===== src/ipv_cfg.svh =====
// Purpose: constants of the interrupt priority and vectoring block
// Assumes: 8-bit data, 16-bit addresses, stack grows downward
// Notes: vectors are the high-byte address; the low byte sits one above
`ifndef IPV_CFG_SVH
`define IPV_CFG_SVH

`define IPV_VEC_RESET 16'hfffe
`define IPV_VEC_SWI 16'hfffc
`define IPV_VEC_PIN 16'hfffa
`define IPV_VEC_CHAN0 16'hfff6
`define IPV_VEC_CHAN1 16'hfff4
`define IPV_VEC_WRAP 16'hfff2
`define IPV_VEC_TEST 16'hffec
`define IPV_VEC_KEYPAD 16'hffe0
`define IPV_VEC_CONV 16'hffde

// factory contents of the test vector pair
`define IPV_TEST_ROM_HI 8'h00
`define IPV_TEST_ROM_LO 8'h83

// flag positions inside the three status bytes
`define IPV_BIT_PIN 2
`define IPV_BIT_CHAN0 4
`define IPV_BIT_CHAN1 5
`define IPV_BIT_WRAP 6
`define IPV_BIT_TEST 1
`define IPV_BIT_KEYPAD 7
`define IPV_BIT_CONV 0

`define IPV_CCR_IBIT 3
`define IPV_FRAME_LEN 16'h0005
`define IPV_LAST_SLOT 3'h4

// capture slots for bytes read back from memory
`define IPV_TAG_CCR 4'h0
`define IPV_TAG_VECH 4'h5
`define IPV_TAG_VECL 4'h6
`define IPV_TAG_OPC 4'h7
`define IPV_TAG_OPR 4'h8
`endif


===== src/ipv_pkg.sv =====
// Purpose: types of the interrupt priority and vectoring block
// Assumes: nothing beyond the constants header
// Notes: states are one-hot
package ipv_pkg;
  typedef enum logic [4:0] {
    IPV_IDLE = 5'h01,
    IPV_PUSH = 5'h02,
    IPV_VECT = 5'h04,
    IPV_PULL = 5'h08,
    IPV_FETCH = 5'h10
  } ipv_state_t;

  // maskable sources, index 0 is the highest priority
  typedef enum logic [2:0] {
    IPV_SRC_PIN = 3'h0,
    IPV_SRC_CHAN0 = 3'h1,
    IPV_SRC_CHAN1 = 3'h2,
    IPV_SRC_WRAP = 3'h3,
    IPV_SRC_TEST = 3'h4,
    IPV_SRC_KEYPAD = 3'h5,
    IPV_SRC_CONV = 3'h6,
    IPV_SRC_NONE = 3'h7
  } ipv_src_t;
endpackage


===== src/ipv_interrupt_priority_vectoring.sv =====
// Purpose: interrupt arbitration, stacking, vector fetch and return sequencing
// Assumes: memory answers a read in the cycle its registered address is shown
// Notes: the core stalls while busy is high and takes pc/sp/registers on the pulses
// Summary of operation
// RULE1 - software interrupt taken regardless of global mask
// RULE2 - software stacks pc, hardware stacks pc minus one
// RULE3 - global mask and local enable gate maskable sources
// RULE4 - only maskable sources own status flags
// RULE5 - sources mirror into fixed status flag positions
// RULE6 - fixed priority from reset down to converter
// RULE7 - reset, software, pin, channel0 vector addresses
// RULE8 - channel1, wrap, keypad, converter vector addresses
// RULE9 - test vector reserved, contents 00 and 83
// RULE10 - return pulls upward, then fetches opcode, operand
// RULE11 - mask set after stacking, before vector fetch; setGlobalMask rises with the vector high read instead
// RULE12 - hardware interrupt waits for instruction end
// RULE13 - highest pending first, rechecked at return
// RULE14 - high index byte never stacked
// RULE15 - flags follow requests, read-only, reset zero
`timescale 1ns/100ps
`include "ipv_cfg.svh"

module ipv_interrupt_priority_vectoring
  import ipv_pkg::*;
(
  input wire logic clk,
  input wire logic reset,
  input wire logic instrDone,
  input wire logic swiExec,
  input wire logic rtiExec,
  input wire logic globalMask,
  input wire logic [15:0] cpuPc,
  input wire logic [15:0] cpuSp,
  input wire logic [7:0] cpuA,
  input wire logic [7:0] cpuX,
  input wire logic [7:0] cpuCcr,
  input wire logic [7:0] busRdData,
  input wire logic pinRequestFlag,
  input wire logic pinRequestMask,
  input wire logic timerChan0Flag,
  input wire logic timerChan0Enable,
  input wire logic timerChan1Flag,
  input wire logic timerChan1Enable,
  input wire logic timerWrapFlag,
  input wire logic timerWrapEnable,
  input wire logic testRequest,
  input wire logic keypadFlag,
  input wire logic keypadMask,
  input wire logic conversionDoneFlag,
  input wire logic conversionIrqEnable,
  output logic busy,
  output logic [15:0] busAddr,
  output logic [7:0] busWrData,
  output logic busWrite,
  output logic busRead,
  output logic setGlobalMask,
  output logic pcLoad,
  output logic [15:0] pcValue,
  output logic spLoad,
  output logic [15:0] spValue,
  output logic regRestore,
  output logic [7:0] restA,
  output logic [7:0] restX,
  output logic [7:0] restCcr,
  output logic [7:0] fetchOpcode,
  output logic [7:0] fetchOperand,
  output logic [2:0] activeSource,
  output logic [7:0] pendingStatusRegA,
  output logic [7:0] pendingStatusRegB,
  output logic [7:0] pendingStatusRegC
);

  ipv_state_t state_r, stateNxt;
  logic [2:0] cnt_r, cntNxt;
  logic [15:0] sp_r, pcSave_r, vec_r;
  logic [7:0] a_r, x_r, ccr_r;
  logic fromReset_r, isTest_r;
  logic [3:0] readTag_r;
  logic [7:0] pull_r [0:8];
  logic [15:0] busAddr_r;
  logic [7:0] busWrData_r, opr_r, statA_r, statB_r, statC_r;
  logic busWrite_r, busRead_r, setMask_r, pcLoad_r, spLoad_r, restore_r;
  logic [15:0] pcValue_r, spValue_r;
  logic [2:0] src_r;

  // per-source request after its local enable; pin and keypad use active-high masks
  wire logic [6:0] localReq = {conversionDoneFlag & conversionIrqEnable,
                               keypadFlag & ~keypadMask,
                               testRequest,
                               timerWrapFlag & timerWrapEnable,
                               timerChan1Flag & timerChan1Enable,
                               timerChan0Flag & timerChan0Enable,
                               pinRequestFlag & ~pinRequestMask}; // RULE3
  wire logic anyReq = |localReq;

  // fixed priority pick, lowest index wins
  logic [2:0] winner;
  always_comb begin
    winner = IPV_SRC_NONE;
    for (int i = 6; i >= 0; i--) begin
      if (localReq[i]) winner = 3'(i); // RULE6 RULE13
    end
  end

  // vector of the winning source; the test pair is never fetched from memory
  logic [15:0] winVec;
  always_comb begin
    case (winner)
      IPV_SRC_PIN: winVec = `IPV_VEC_PIN; // RULE7
      IPV_SRC_CHAN0: winVec = `IPV_VEC_CHAN0; // RULE7
      IPV_SRC_CHAN1: winVec = `IPV_VEC_CHAN1; // RULE8
      IPV_SRC_WRAP: winVec = `IPV_VEC_WRAP; // RULE8
      IPV_SRC_TEST: winVec = `IPV_VEC_TEST; // RULE9
      IPV_SRC_KEYPAD: winVec = `IPV_VEC_KEYPAD; // RULE8
      IPV_SRC_CONV: winVec = `IPV_VEC_CONV; // RULE8
      default: winVec = `IPV_VEC_RESET;
    endcase
  end

  // hardware entry: only at an instruction boundary and only with the mask clear
  wire logic hwTakeIdle = instrDone & ~globalMask & anyReq; // RULE12 RULE3
  wire logic hwTakeRet = ~pull_r[0][`IPV_CCR_IBIT] & anyReq; // RULE13
  wire logic [15:0] restPc = {pull_r[3], pull_r[4]};
  wire logic chainIn = (state_r == IPV_FETCH);

  // test vector bytes come from the fixed contents instead of the bus
  wire logic [7:0] rdByte = (isTest_r && readTag_r == `IPV_TAG_VECH) ? `IPV_TEST_ROM_HI :
                            (isTest_r && readTag_r == `IPV_TAG_VECL) ? `IPV_TEST_ROM_LO :
                            busRdData; // RULE9

  // stacked bytes in push order: pcl, pch, x, a, ccr; no high index byte
  logic [7:0] pushByte;
  always_comb begin
    case (cnt_r)
      3'h0: pushByte = pcSave_r[7:0];
      3'h1: pushByte = pcSave_r[15:8];
      3'h2: pushByte = x_r;
      3'h3: pushByte = a_r;
      default: pushByte = ccr_r;
    endcase
  end // RULE14

  logic startEntry, takeSwi, issueRd, issueWr, markI, loadVec, endFetch;
  logic [15:0] issueAddr;
  logic [3:0] issueTag;
  always_comb begin
    stateNxt = state_r;
    cntNxt = cnt_r + 3'h1;
    startEntry = 1'b0;
    takeSwi = 1'b0;
    issueRd = 1'b0;
    issueWr = 1'b0;
    issueAddr = 16'h0000;
    issueTag = 4'h0;
    markI = 1'b0;
    loadVec = 1'b0;
    endFetch = 1'b0;
    case (state_r)
      IPV_IDLE: begin
        cntNxt = 3'h0;
        if (swiExec) begin
          startEntry = 1'b1; // RULE1
          takeSwi = 1'b1;
        end else if (hwTakeIdle) begin
          startEntry = 1'b1;
        end else if (rtiExec) begin
          stateNxt = IPV_PULL;
        end
        if (startEntry) stateNxt = IPV_PUSH;
      end
      IPV_PUSH: begin
        issueWr = 1'b1;
        issueAddr = sp_r - 16'(cnt_r);
        if (cnt_r == `IPV_LAST_SLOT) begin
          stateNxt = IPV_VECT;
          cntNxt = 3'h0;
        end
      end
      IPV_VECT: begin
        issueRd = (cnt_r != 3'h2);
        // mask rises with the vector high read, once the last byte is stacked; not after reset
        markI = (cnt_r == 3'h0) && !fromReset_r; // RULE11
        issueAddr = vec_r + 16'(cnt_r[0]); // high byte first
        issueTag = (cnt_r == 3'h0) ? `IPV_TAG_VECH : `IPV_TAG_VECL;
        if (cnt_r == 3'h2) begin
          loadVec = 1'b1;
          stateNxt = IPV_IDLE;
          cntNxt = 3'h0;
        end
      end
      IPV_PULL: begin
        issueRd = 1'b1;
        issueAddr = sp_r + 16'h0001 + 16'(cnt_r); // RULE10
        issueTag = {1'b0, cnt_r};
        if (cnt_r == `IPV_LAST_SLOT) begin
          stateNxt = IPV_FETCH;
          cntNxt = 3'h0;
        end
      end
      IPV_FETCH: begin
        // slot 0 waits for the last pulled byte to land
        issueRd = (cnt_r == 3'h1) || (cnt_r == 3'h2);
        issueAddr = restPc + 16'(cnt_r == 3'h2); // RULE10
        issueTag = (cnt_r == 3'h1) ? `IPV_TAG_OPC : `IPV_TAG_OPR;
        if (cnt_r == 3'h3) begin
          endFetch = 1'b1;
          cntNxt = 3'h0;
          startEntry = hwTakeRet; // RULE13
          stateNxt = hwTakeRet ? IPV_PUSH : IPV_IDLE;
        end
      end
      default: begin
        stateNxt = IPV_IDLE;
        cntNxt = 3'h0;
      end
    endcase
  end

  // sequencer and frame capture; reset starts with the reset vector fetch
  always_ff @(posedge clk or posedge reset) begin
    if (reset) begin
      state_r <= IPV_VECT;
      cnt_r <= 3'h0;
      vec_r <= `IPV_VEC_RESET; // RULE6 RULE7
      fromReset_r <= 1'b1;
      isTest_r <= 1'b0;
      sp_r <= 16'h0000;
      pcSave_r <= 16'h0000;
      a_r <= 8'h00;
      x_r <= 8'h00;
      ccr_r <= 8'h00;
      src_r <= IPV_SRC_NONE;
    end else begin
      state_r <= stateNxt;
      cnt_r <= cntNxt;
      if (startEntry) begin
        fromReset_r <= 1'b0;
        vec_r <= takeSwi ? `IPV_VEC_SWI : winVec;
        isTest_r <= ~takeSwi && (winner == IPV_SRC_TEST);
        src_r <= takeSwi ? IPV_SRC_NONE : winner;
        sp_r <= chainIn ? sp_r + `IPV_FRAME_LEN : cpuSp;
        // after a return the opcode is only prefetched, so the restored pc is resumed
        pcSave_r <= takeSwi ? cpuPc : (chainIn ? restPc : cpuPc - 16'h0001); // RULE2
        a_r <= chainIn ? pull_r[1] : cpuA;
        x_r <= chainIn ? pull_r[2] : cpuX;
        ccr_r <= chainIn ? pull_r[0] : cpuCcr;
      end else if (state_r == IPV_IDLE && rtiExec) begin
        sp_r <= cpuSp;
      end
    end
  end

  // bytes read back land one cycle after their address is shown
  always_ff @(posedge clk or posedge reset) begin
    if (reset) begin
      for (int i = 0; i < 9; i++) pull_r[i] <= 8'h00;
    end else if (busRead_r) begin
      pull_r[readTag_r] <= rdByte;
    end
  end

  // registered bus and core pulses
  always_ff @(posedge clk or posedge reset) begin
    if (reset) begin
      busAddr_r <= 16'h0000;
      busWrData_r <= 8'h00;
      busWrite_r <= 1'b0;
      busRead_r <= 1'b0;
      readTag_r <= 4'h0;
      setMask_r <= 1'b0;
      pcLoad_r <= 1'b0;
      spLoad_r <= 1'b0;
      restore_r <= 1'b0;
      pcValue_r <= 16'h0000;
      spValue_r <= 16'h0000;
      opr_r <= 8'h00;
    end else begin
      busAddr_r <= issueAddr;
      busWrData_r <= issueWr ? pushByte : 8'h00;
      busWrite_r <= issueWr;
      busRead_r <= issueRd;
      readTag_r <= issueTag;
      setMask_r <= markI; // RULE11
      pcLoad_r <= loadVec | endFetch;
      spLoad_r <= (loadVec & ~fromReset_r) | endFetch;
      restore_r <= endFetch;
      if (loadVec) begin
        pcValue_r <= {pull_r[5], rdByte};
        spValue_r <= sp_r - `IPV_FRAME_LEN;
      end else if (endFetch) begin
        pcValue_r <= restPc;
        spValue_r <= sp_r + `IPV_FRAME_LEN;
        opr_r <= rdByte;
      end
    end
  end

  // status flags follow requests; reset and software entry own no bit
  always_ff @(posedge clk or posedge reset) begin
    if (reset) begin
      statA_r <= 8'h00;
      statB_r <= 8'h00;
      statC_r <= 8'h00;
    end else begin
      statA_r <= 8'h00; // RULE15
      statA_r[`IPV_BIT_PIN] <= localReq[IPV_SRC_PIN]; // RULE5 RULE4
      statA_r[`IPV_BIT_CHAN0] <= localReq[IPV_SRC_CHAN0]; // RULE5
      statA_r[`IPV_BIT_CHAN1] <= localReq[IPV_SRC_CHAN1]; // RULE5
      statA_r[`IPV_BIT_WRAP] <= localReq[IPV_SRC_WRAP]; // RULE5
      statB_r <= 8'h00;
      statB_r[`IPV_BIT_TEST] <= localReq[IPV_SRC_TEST]; // RULE5
      statB_r[`IPV_BIT_KEYPAD] <= localReq[IPV_SRC_KEYPAD]; // RULE5
      statC_r <= 8'h00;
      statC_r[`IPV_BIT_CONV] <= localReq[IPV_SRC_CONV]; // RULE5
    end
  end

  assign busy = (state_r != IPV_IDLE) | busRead_r;
  assign busAddr = busAddr_r;
  assign busWrData = busWrData_r;
  assign busWrite = busWrite_r;
  assign busRead = busRead_r;
  assign setGlobalMask = setMask_r;
  assign pcLoad = pcLoad_r;
  assign pcValue = pcValue_r;
  assign spLoad = spLoad_r;
  assign spValue = spValue_r;
  assign regRestore = restore_r;
  assign restA = pull_r[1];
  assign restX = pull_r[2];
  assign restCcr = pull_r[0];
  assign fetchOpcode = pull_r[7];
  assign fetchOperand = opr_r;
  assign activeSource = src_r;
  assign pendingStatusRegA = statA_r;
  assign pendingStatusRegB = statB_r;
  assign pendingStatusRegC = statC_r;

endmodule


===== config.mk =====
export PLATFORM = sky130hd
export DESIGN_NAME = ipv_interrupt_priority_vectoring
export DESIGN_NICKNAME = d
export VERILOG_FILES = /design/src/ipv_pkg.sv /design/src/ipv_interrupt_priority_vectoring.sv
export VERILOG_INCLUDE_DIRS = /design/src
export SDC_FILE = /design/constraint.sdc
export NUM_CORES = 1
export LEC_CHECK = 0
export BUFFER_PORTS_ARGS = -buffer_cell sky130_fd_sc_hd__buf_2
export CORE_UTILIZATION = 50
export CTS_BUF_LIST = sky130_fd_sc_hd__clkbuf_8
export DETAILED_ROUTE_END_ITERATION = 10
export GPL_ROUTABILITY_DRIVEN = 0
export PLACE_DENSITY = 0.73
export SYNTH_ARGS = -nofsm -noshare
export SYNTH_HDL_FRONTEND = slang
export SYNTH_SLANG_ARGS = --single-unit

===== constraint.sdc =====
create_clock -name clk -period 10.7 [get_ports clk]
set_clock_uncertainty 0.1 [all_clocks]
set_input_delay 0.535 -clock clk [delete_from_list [all_inputs] [get_ports clk]]
set_output_delay 0.535 -clock clk [all_outputs]
set_load 0.03 [all_outputs]

==> results by stage, run 1 <==
Outcome:
- The flow ran to the end, but the final reports show violations.
- The final reports fail on DRC.

Floorplanning:
- The top-level I/O count is 213.
- The die is 152 um tall.
- The die area is 0.0232 mm^2.
- The region available for standard cell placement spans 0.0220 mm^2.
- The die is between 150 and 200 um wide.
- Once the floorplan was initialized, standard cells occupied between 50 and 60% of the core.
- The number of rows in the core area is 54.

Min path:
- The min-delay analysis places its worst path in the category in -> reg.
- The worst hold path cell count is 1.

Final layout:
- The final layout contains between 1000 and 1500 nets.
- In the final layout, the share of cells above drive strength 1 is 20.9%.
- The library cell used most frequently in the layout, excluding fill and tap cells, is sky130_fd_sc_hd__dfrtp_1.
- The top cell types in the final layout, fill and taps aside, are 201 x sky130_fd_sc_hd__dfrtp_1, 195 x sky130_fd_sc_hd__buf_2, 187 x sky130_fd_sc_hd__nand2_1, 126 x sky130_fd_sc_hd__nor2_1, 118 x sky130_fd_sc_hd__o21ai_0.
- The area growth from synthesis to layout is 13.5%.

Route:
- The number of vias per cell after detailed routing is 6.19.
- The number of design rule violations left after detail routing is 13.
- The length of the first detailed-routing pass in iterations is 9.
- In this run, the number of DRC markers left after iteration 0 of detailed routing was 1183.
- The antenna violation net count after detailed routing is 0.
- After detailed routing, the total wire length is 34900 um.
- The overall via count from detail_route is 10529.
- The routed wirelength normalized by instance count is 20.5 um.

Synthesis:
- The most used flip-flop cell after synthesis is sky130_fd_sc_hd__dfrtp_1.
- The post-synthesis cell count is between 1000 and 1500.
- In the synthesized netlist the async set-or-reset flop fraction comes to 100%.
- The sequential element share of the synthesized area is 46.9%.
- The post-synthesis instance area is roughly 0.011 mm^2.
- Summed over all instances, the cell type with the most area after synthesis is sky130_fd_sc_hd__dfrtp_1.
- The netlist uses 80 different library cells.
- In this run the biggest area consumer among cell types represents 44.6% of the synthesized area.
- The number of synthesized register bits is 211.
- The count of warnings emitted by yosys is 0.
- Ranked by total cell area, the synthesized netlist is headed by sky130_fd_sc_hd__dfrtp_1 45%, sky130_fd_sc_hd__nand2_1 6.2%, sky130_fd_sc_hd__o21ai_0 5.2%.
- A synthesized cell averages 8.95 um^2.
- Yosys mapped a number of flops with a built-in enable equal to 0.

STA:
- The fraction of the cycle the final worst path needs is 38.7%.
- Setup repair after global routing left no endpoint under its margin.
- Once routing completed, OpenROAD measured the worst setup slack at 6.56 ns.
- The total of endpoints with negative setup slack in the final report is 0.
- The worst relative slew slack is 22.2%.
- For the final routed database, the setup TNS stands at 0 ns.
- The max-slew violation count came to 0.
- The worst path in the final design needs a cycle of 4.14 ns, including I/O delays and setup.
- The pin slew with the least headroom to its limit is 1.17 ns.
- The number of hold violations in the final report is 0.
- The top achievable clock speed is 0.242 GHz.

Worst setup path:
- The setup slack of the most critical reg-to-reg path is around 6.6 ns.
- For the worst setup path, the data required time is 11.03 ns.
- The arrival time at the worst endpoint is about 4.5 ns.
- The biggest cell delay along the critical path is 0.85 ns.
- The startpoint kind of the worst setup timing path is a flop.
- Counting cells, the worst reg-to-reg path comes to 10.
- The startpoint-to-endpoint class of the critical path is reg -> reg.
- The maximum fanout count along the critical path is 38.
- The largest individual stage delay along the critical path comes from the cell sky130_fd_sc_hd__nor2_2.
- In this design, the critical path's most frequently occurring cell is sky130_fd_sc_hd__ha_1.
- The endpoint kind of the worst setup timing path is a flop.
- The critical path goes through ha_1, ha_1, nand3b_1, or2_4, clkinv_4, nor2_2, clkinv_2, nor2_1, or4_1, o31ai_1.

Run:
- The reported max-cap violation count is 0.

Clock network:
- The number of buffers on the longest clock path is 3.
- Clock-pin slew was measured on the worst setup and hold paths at 0.07 ns.
- The total of cells resized after clock tree synthesis is 0.
- The CTS tree is done.
- The clock net in this run drives a total of 211 sinks.
- The post-CTS setup buffer count is 0.
- The cell at the root of the clock tree is sky130_fd_sc_hd__clkbuf_8.
- The number of hold-repair buffers added at the cts stage is 0.
- At the later pin of the worst-skew pair, clock insertion delay measures 0.55 ns.
- The number of CTS-inserted buffers is 38.
- The number of H-tree levels is 2.

Place:
- The number of port buffers is ~200.
- The pre-CTS setup slack is around 6.7 ns.
- The post-detailed-placement half-perimeter wirelength is 23900 um.

GRT:
- The via count of the first global-routing pass is 9714.
- The first global-routing pass estimated 54000 um of wire.
- The residual overflow from global routing is 0.
- The largest net degree at the start of global routing is 147.
- Global routing consumed, over all layers together, 29.6% of the routing resources.
- The initial antenna violation count is 2.

Power:
- Across the VDD grid, the largest voltage drop is 0.000117 V.
- Dividing total power by cell area gives a power density of 261 mW/mm^2.
- The total leakage power is 5.77 nW.
per-stage QoR:
stage / hold slack (ns) / util [%] / instances / power [W] / cell area, um^2
finish: 0.0482 / 58.3 / 1702 / 0.00333 / 12800
global route: 0.0225 / 58.3 / 1702 / 0.00351 / 12800
CTS: 0.0199 / 58.3 / 1700 / 0.00332 / 12800
detailed placement: 0.357 / 54.7 / 1631 / 0.00253 / 12000
global placement: 0.345 / 54.7 / 1631 / 0.00250 / 12000
floorplan: 0.349 / - / 1277 / 0.00221 / 11300
state kept, by name, indices dropped and copies added, names as in the netlist, 16 cells and up:
name      flops
pull_r       24
pcSave_r     16
spValue      16
busAddr      16
pcValue      16
sp_r         16
routing by layer:
layer | GRT usage (%) | wire [um]
met5 | 0 | 0
met4 | 10.5 | 1010
met3 | 6.11 | 3430
met2 | 45.2 | 15600
met1 | 41.8 | 14800
cell type report:
class,count,area (um^2)
fillers,1936,9160
multi-input cells,901,5170
flip-flops and latches,211,5290
repair buffers,203,1040
clock buffers,46,633
inverters,36,149
clock inverters,23,161
well taps,280,350
diodes,2,5.00
cells by family after synthesis:
group | count (synthesis) | share of synthesized area (%)
simple gates | 448 | 18.1
compound gates | 384 | 22.3
flops | 211 | 46.9
buf+inv | 165 | 7.82
xor+xnor | 30 | 2.33
fa+ha+maj | 19 | 2.24
mux | 3 | 0.266
other cells | 1 | 0.0332
final timing paths:
| check | from | endpoint |
|---|---|---|
| min in group asynchronous | reset | pcSave_r[3]$_DFFE_PP0N_ |
| max | cnt_r[1]$_DFF_PP0_ | spValue[11]$_DFFE_PP0P_ |
| max reg2reg | cnt_r[1]$_DFF_PP0_ | spValue[11]$_DFFE_PP0P_ |
| max in group asynchronous | reset | pcValue[14]$_DFFE_PP0P_ |
| min | testRequest | pendingStatusRegB[1]$_DFF_PP0_ |
| min reg2reg | activeSource[1]$_DFFE_PP1N_ | activeSource[1]$_DFFE_PP1N_ |
cells in the mapped netlist (all sizes together), types with 6 or more instances:
cell	instances
a22oi	27
ha	17
inv	33
nand3	29
o31ai	12
a31oi	45
o211ai	16
nor4	8
dfrtp	201
and2	8
a221o	27
nor2b	9
nand2b	6
xor2	16
nand2	187
a311oi	8
xnor2	14
buf	79
o221ai	7
nor2	128
or3	11
clkbuf	50
o21ai	124
o22ai	16
dfstp	10
a21oi	52
o21a	8
nand4	7
a221oi	6
nand3b	7
nor3	27
critical path: cells and delay by family (launching register included):
| kind | cells | cell delay (ns) |
|---|---|---|
| compound gates | 1 | 0.06 |
| fa+ha+maj | 2 | 0.64 |
| buf+inv | 2 | 0.79 |
| flops | 1 | 0.48 |
| simple gates | 5 | 1.91 |
power breakdown:
group / switching, W / internal [W]
Clock: 0.000366 / 0.000424
Combinational: 0.000798 / 0.000412
Sequential: 0.000296 / 0.00104
Note: power is estimated with default switching activity, not from simulation.
==> run 2, diff against run 1 <==
--- a/config.mk
+++ b/config.mk
@@ -11,7 +11,7 @@
 export CTS_BUF_LIST = sky130_fd_sc_hd__clkbuf_8
 export DETAILED_ROUTE_END_ITERATION = 10
 export GPL_ROUTABILITY_DRIVEN = 0
-export PLACE_DENSITY = 0.73
+export PLACE_DENSITY = 0.76
 export SYNTH_ARGS = -nofsm -noshare
 export SYNTH_HDL_FRONTEND = slang
 export SYNTH_SLANG_ARGS = --single-unit
==> constraint.sdc (replaced) <==
create_clock -name clk -period 3.6 [get_ports clk]
set_clock_uncertainty 0.1 [all_clocks]
set_input_delay 0.18 -clock clk [delete_from_list [all_inputs] [get_ports clk]]
set_output_delay 0.18 -clock clk [all_outputs]
set_load 0.03 [all_outputs]
==> run 2 against run 1 <==
Net effect: the flow still finishes with violations (DRC); non-clock buffer count rose by 94; sequential power rose to 2.9 times the previous value; global-route usage rose by 1.6 points; combinational power rose to 3.1 times the previous value; core utilization rose by 4.2 points; highest routed layer unchanged; worst hold slack improved by 0.00071 ns; total power rose to 3.0 times the previous value; cell area rose by 7.2%; critical path depth did not move; setup slack got worse by 6.0 ns; count of clock-buffer cells in the layout fell by 1; cell count rose by 5.2%.
==> results by stage, run 2 (same netlist as run 1, synthesis figures left out) <==
Outcome:
- The run finished, with violations left.
- The final reports fail on DRC.

Final layout:
- The post-route netlist has 20.1% of its cells at a drive strength greater than 1.
- The finished layout holds approximately 1800 standard cells, fillers aside.
- The library cell used most frequently in the layout, excluding fill and tap cells, is sky130_fd_sc_hd__dfrtp_1.
- The multi-input logic area is 0.00517 mm^2.
- In the layout the commonest cells are 201 x sky130_fd_sc_hd__dfrtp_1, 195 x sky130_fd_sc_hd__buf_2, 187 x sky130_fd_sc_hd__nand2_1, 126 x sky130_fd_sc_hd__nor2_1, 118 x sky130_fd_sc_hd__o21ai_0.
- After the last flow step, the layout net total stands at ~1600.
- The number of diodes is 0.
- pull_r holds more flip-flops than any other register.
- The flip-flop count of the largest register after layout is 24.
- Compared with the post-synthesis result, the final layout area differs by 21.6%.
- The number of fill cells is 1811.
- The final design utilization is 62.5%.
- The total area of sequential cells is 0.00529 mm^2.

Route:
- The routed wirelength normalized by instance count is ~20 um.
- The number of vias per cell after detailed routing is 6.04.
- The first detailed-routing pass ran for 8 iterations.
- The count of routing violations after the opening detailed-route iteration is 1161.
- The antenna violation net count after detailed routing is 0.
- The final layout contains routed wiring with a total length of 35800 um.
- In the routed design, unresolved DRC markers number 13.
- The overall via count from detail_route is 10813.

Clock network:
- Counting along the longest clock path gives a buffer depth of 3.
- The number of clock buffers added by TritonCTS is 36.
- The number of H-tree levels is 2.
- The cell at the root of the clock tree is sky130_fd_sc_hd__clkbuf_8.
- After clock tree synthesis, the clock-pin slew on the worst setup and hold paths is about 0.060 ns.
- For the worst-skew pair, the clock arrives at the later sink with an insertion delay of ~0.55 ns.
- TritonCTS built the clock tree.
- The clock sink total is 211.

Floorplanning:
- The total area inside the core boundary comes to 0.0220 mm^2.
- The top-level I/O count is 213.
- The number of rows in the core area is 54.
- The starting density of the core is 51.4%.
- The die area is 0.0232 mm^2.
- The die height is 152 um.
- Measured along the x axis, the die boundary spans roughly 150 um.

GRT:
- The initial antenna violation count is 0.
- The global-route usage over all layers is 31.2%.
- Entering global routing, the biggest net connects 74 pins.
- The wire length of the first global-routing pass is 57000 um.
- Global routing finished with a remaining overflow of 0.
- The via count of the first global-routing pass is 10434.

Run:
- The reported max-cap violation count is 0.

Worst setup path:
- Traced cell by cell, the critical path runs through dlygate4sd3_1, buf_2, inv_1, ha_1, or3b_2, nor3_1, nand2_1, o311ai_0, dlygate4sd3_1, a31oi_1.
- The critical path contains buffers and inverters numbering 4 combined.
- The worst register-to-register path begins at cnt_r[1]$_DFF_PP0_.
- The biggest cell delay along the critical path is 0.65 ns.
- Counting cells, the worst reg-to-reg path comes to 10.
- The required arrival time at the worst endpoint is 3.92 ns.
- The endpoint kind of the worst setup timing path is a flop.
- The most common cell type on the critical path is sky130_fd_sc_hd__dlygate4sd3_1.
- The end of the worst register-to-register path is spValue[11]$_DFFE_PP0P_.
- The slowest stage of the critical path is the sky130_fd_sc_hd__nor3_1 cell.
- For the worst setup path, the data arrival time is 3.33 ns.
- The worst setup path is launched from an input pin.
- The maximum fanout count along the critical path is 7.
- In this run the register-to-register setup slack is 0.61 ns.
- The setup path with the least slack is of type in -> reg.
- The kind of cell adding the most delay to the critical path is buffers and inverters.
- The most critical setup path has its startpoint at cpuPc[1].
- In this run the number of cells on the critical path is 10.

Min path:
- For hold timing, the worst endpoint is activeSource[1]$_DFFE_PP1N_.
- The worst hold path startpoint is timerChan1Flag.
- The worst hold path belongs to the class in -> reg.
- The worst hold path cell count is 5.

STA:
- The max-slew violation count is 0.
- The shortest period the worst path allows is 3.01 ns.
- Setup violations remaining at the end of the flow were counted as 0.
- The number of hold violations in the final report is 0.
- Once routing completed, OpenROAD measured the worst setup slack at 0.587 ns.
- The aggregate negative setup slack is 0 ns.
- Dividing the final minimum period by the clock period gives a little over four fifths.
- The pin slew with the least headroom to its limit is 1.09 ns.
- Setup repair after global routing left no endpoint under its margin.
- Static timing analysis puts the maximum clock frequency at around 0.33 GHz.
- In this run the tightest slew margin relative to its limit is 27.3%.

Place:
- The post-detailed-placement half-perimeter wirelength is 24100 um.
- The instance count after placement with tap cells included is 1644.
- Input and output buffers added on the ports amount to 195.
- The pre-CTS setup slack is 0.644 ns.

Power:
- The total power per unit cell area is 726 mW/mm^2.
- The total leakage power is around 6 nW.
- The worst supply voltage drop on vdd is ~0.00033 V.
run 2: worst max-delay path by stage:
stage	endpoint	slack (ns)
floorplan	a_r[0]$_DFFE_PP0N_	0.59
global placement	spValue[11]$_DFFE_PP0P_	0.73
detailed placement	spValue[11]$_DFFE_PP0P_	0.64
CTS	spValue[11]$_DFFE_PP0P_	0.62
global route	pcSave_r[8]$_DFFE_PP0N_	0.32
finish	pcSave_r[8]$_DFFE_PP0N_	0.59
run 2: routing by layer:
metal	vias to the layer above	share of wire, %	track usage (%)	routed length (um)
met5	-	0	0	0
met4	0	4.0	14.0	1440
met3	110	9.5	7.28	3390
met2	623	45	47.0	15900
met1	5170	42	43.1	15000
li1	4910	-	-	-
run 2: cell type report:
cell class,count,share of cell area [%]
sequential,211,38.6
multi-input combinational,901,37.7
timing repair buffer,297,14.6
clock buffer,45,4.51
tap,280,2.55
inverter,36,1.06
clock inverter,20,0.985
run 2: what timing repair did:
action                                 CTS  global route
gates resized for setup                  0             0
endpoints found under the hold margin  101             0
hold buffers                            81             0
setup buffers                            0             0
run 2: power breakdown:
group	switching, W	leakage, nW	internal (W)
Sequential	0.000860	2.39	0.00309
Clock	0.00103	0.437	0.00122
Combinational	0.00244	3.36	0.00133
Total	0.00433	6.18	0.00563
run 2: metrics by stage:
step / power (W) / area [um^2] / hold slack (ns)
6_report: 0.00996 / 13700 / 0.0489
5_1_grt: 0.0105 / 13700 / 0.0747
4_1_cts: 0.00986 / 13700 / 0.0290
3_5_place_dp: 0.00753 / 12200 / 0.231
3_3_place_gp: 0.00744 / 12200 / 0.236
2_1_floorplan: 0.00657 / 11300 / 0.111
run 2: worst reg2reg max path: cells and delay by family (launching register included):
family | cells | cell delay [ns]
fa+ha+maj | 2 | 0.72
buf+inv | 2 | 0.34
compound gates | 1 | 0.08
simple gates | 5 | 1.16
flops | 1 | 0.50
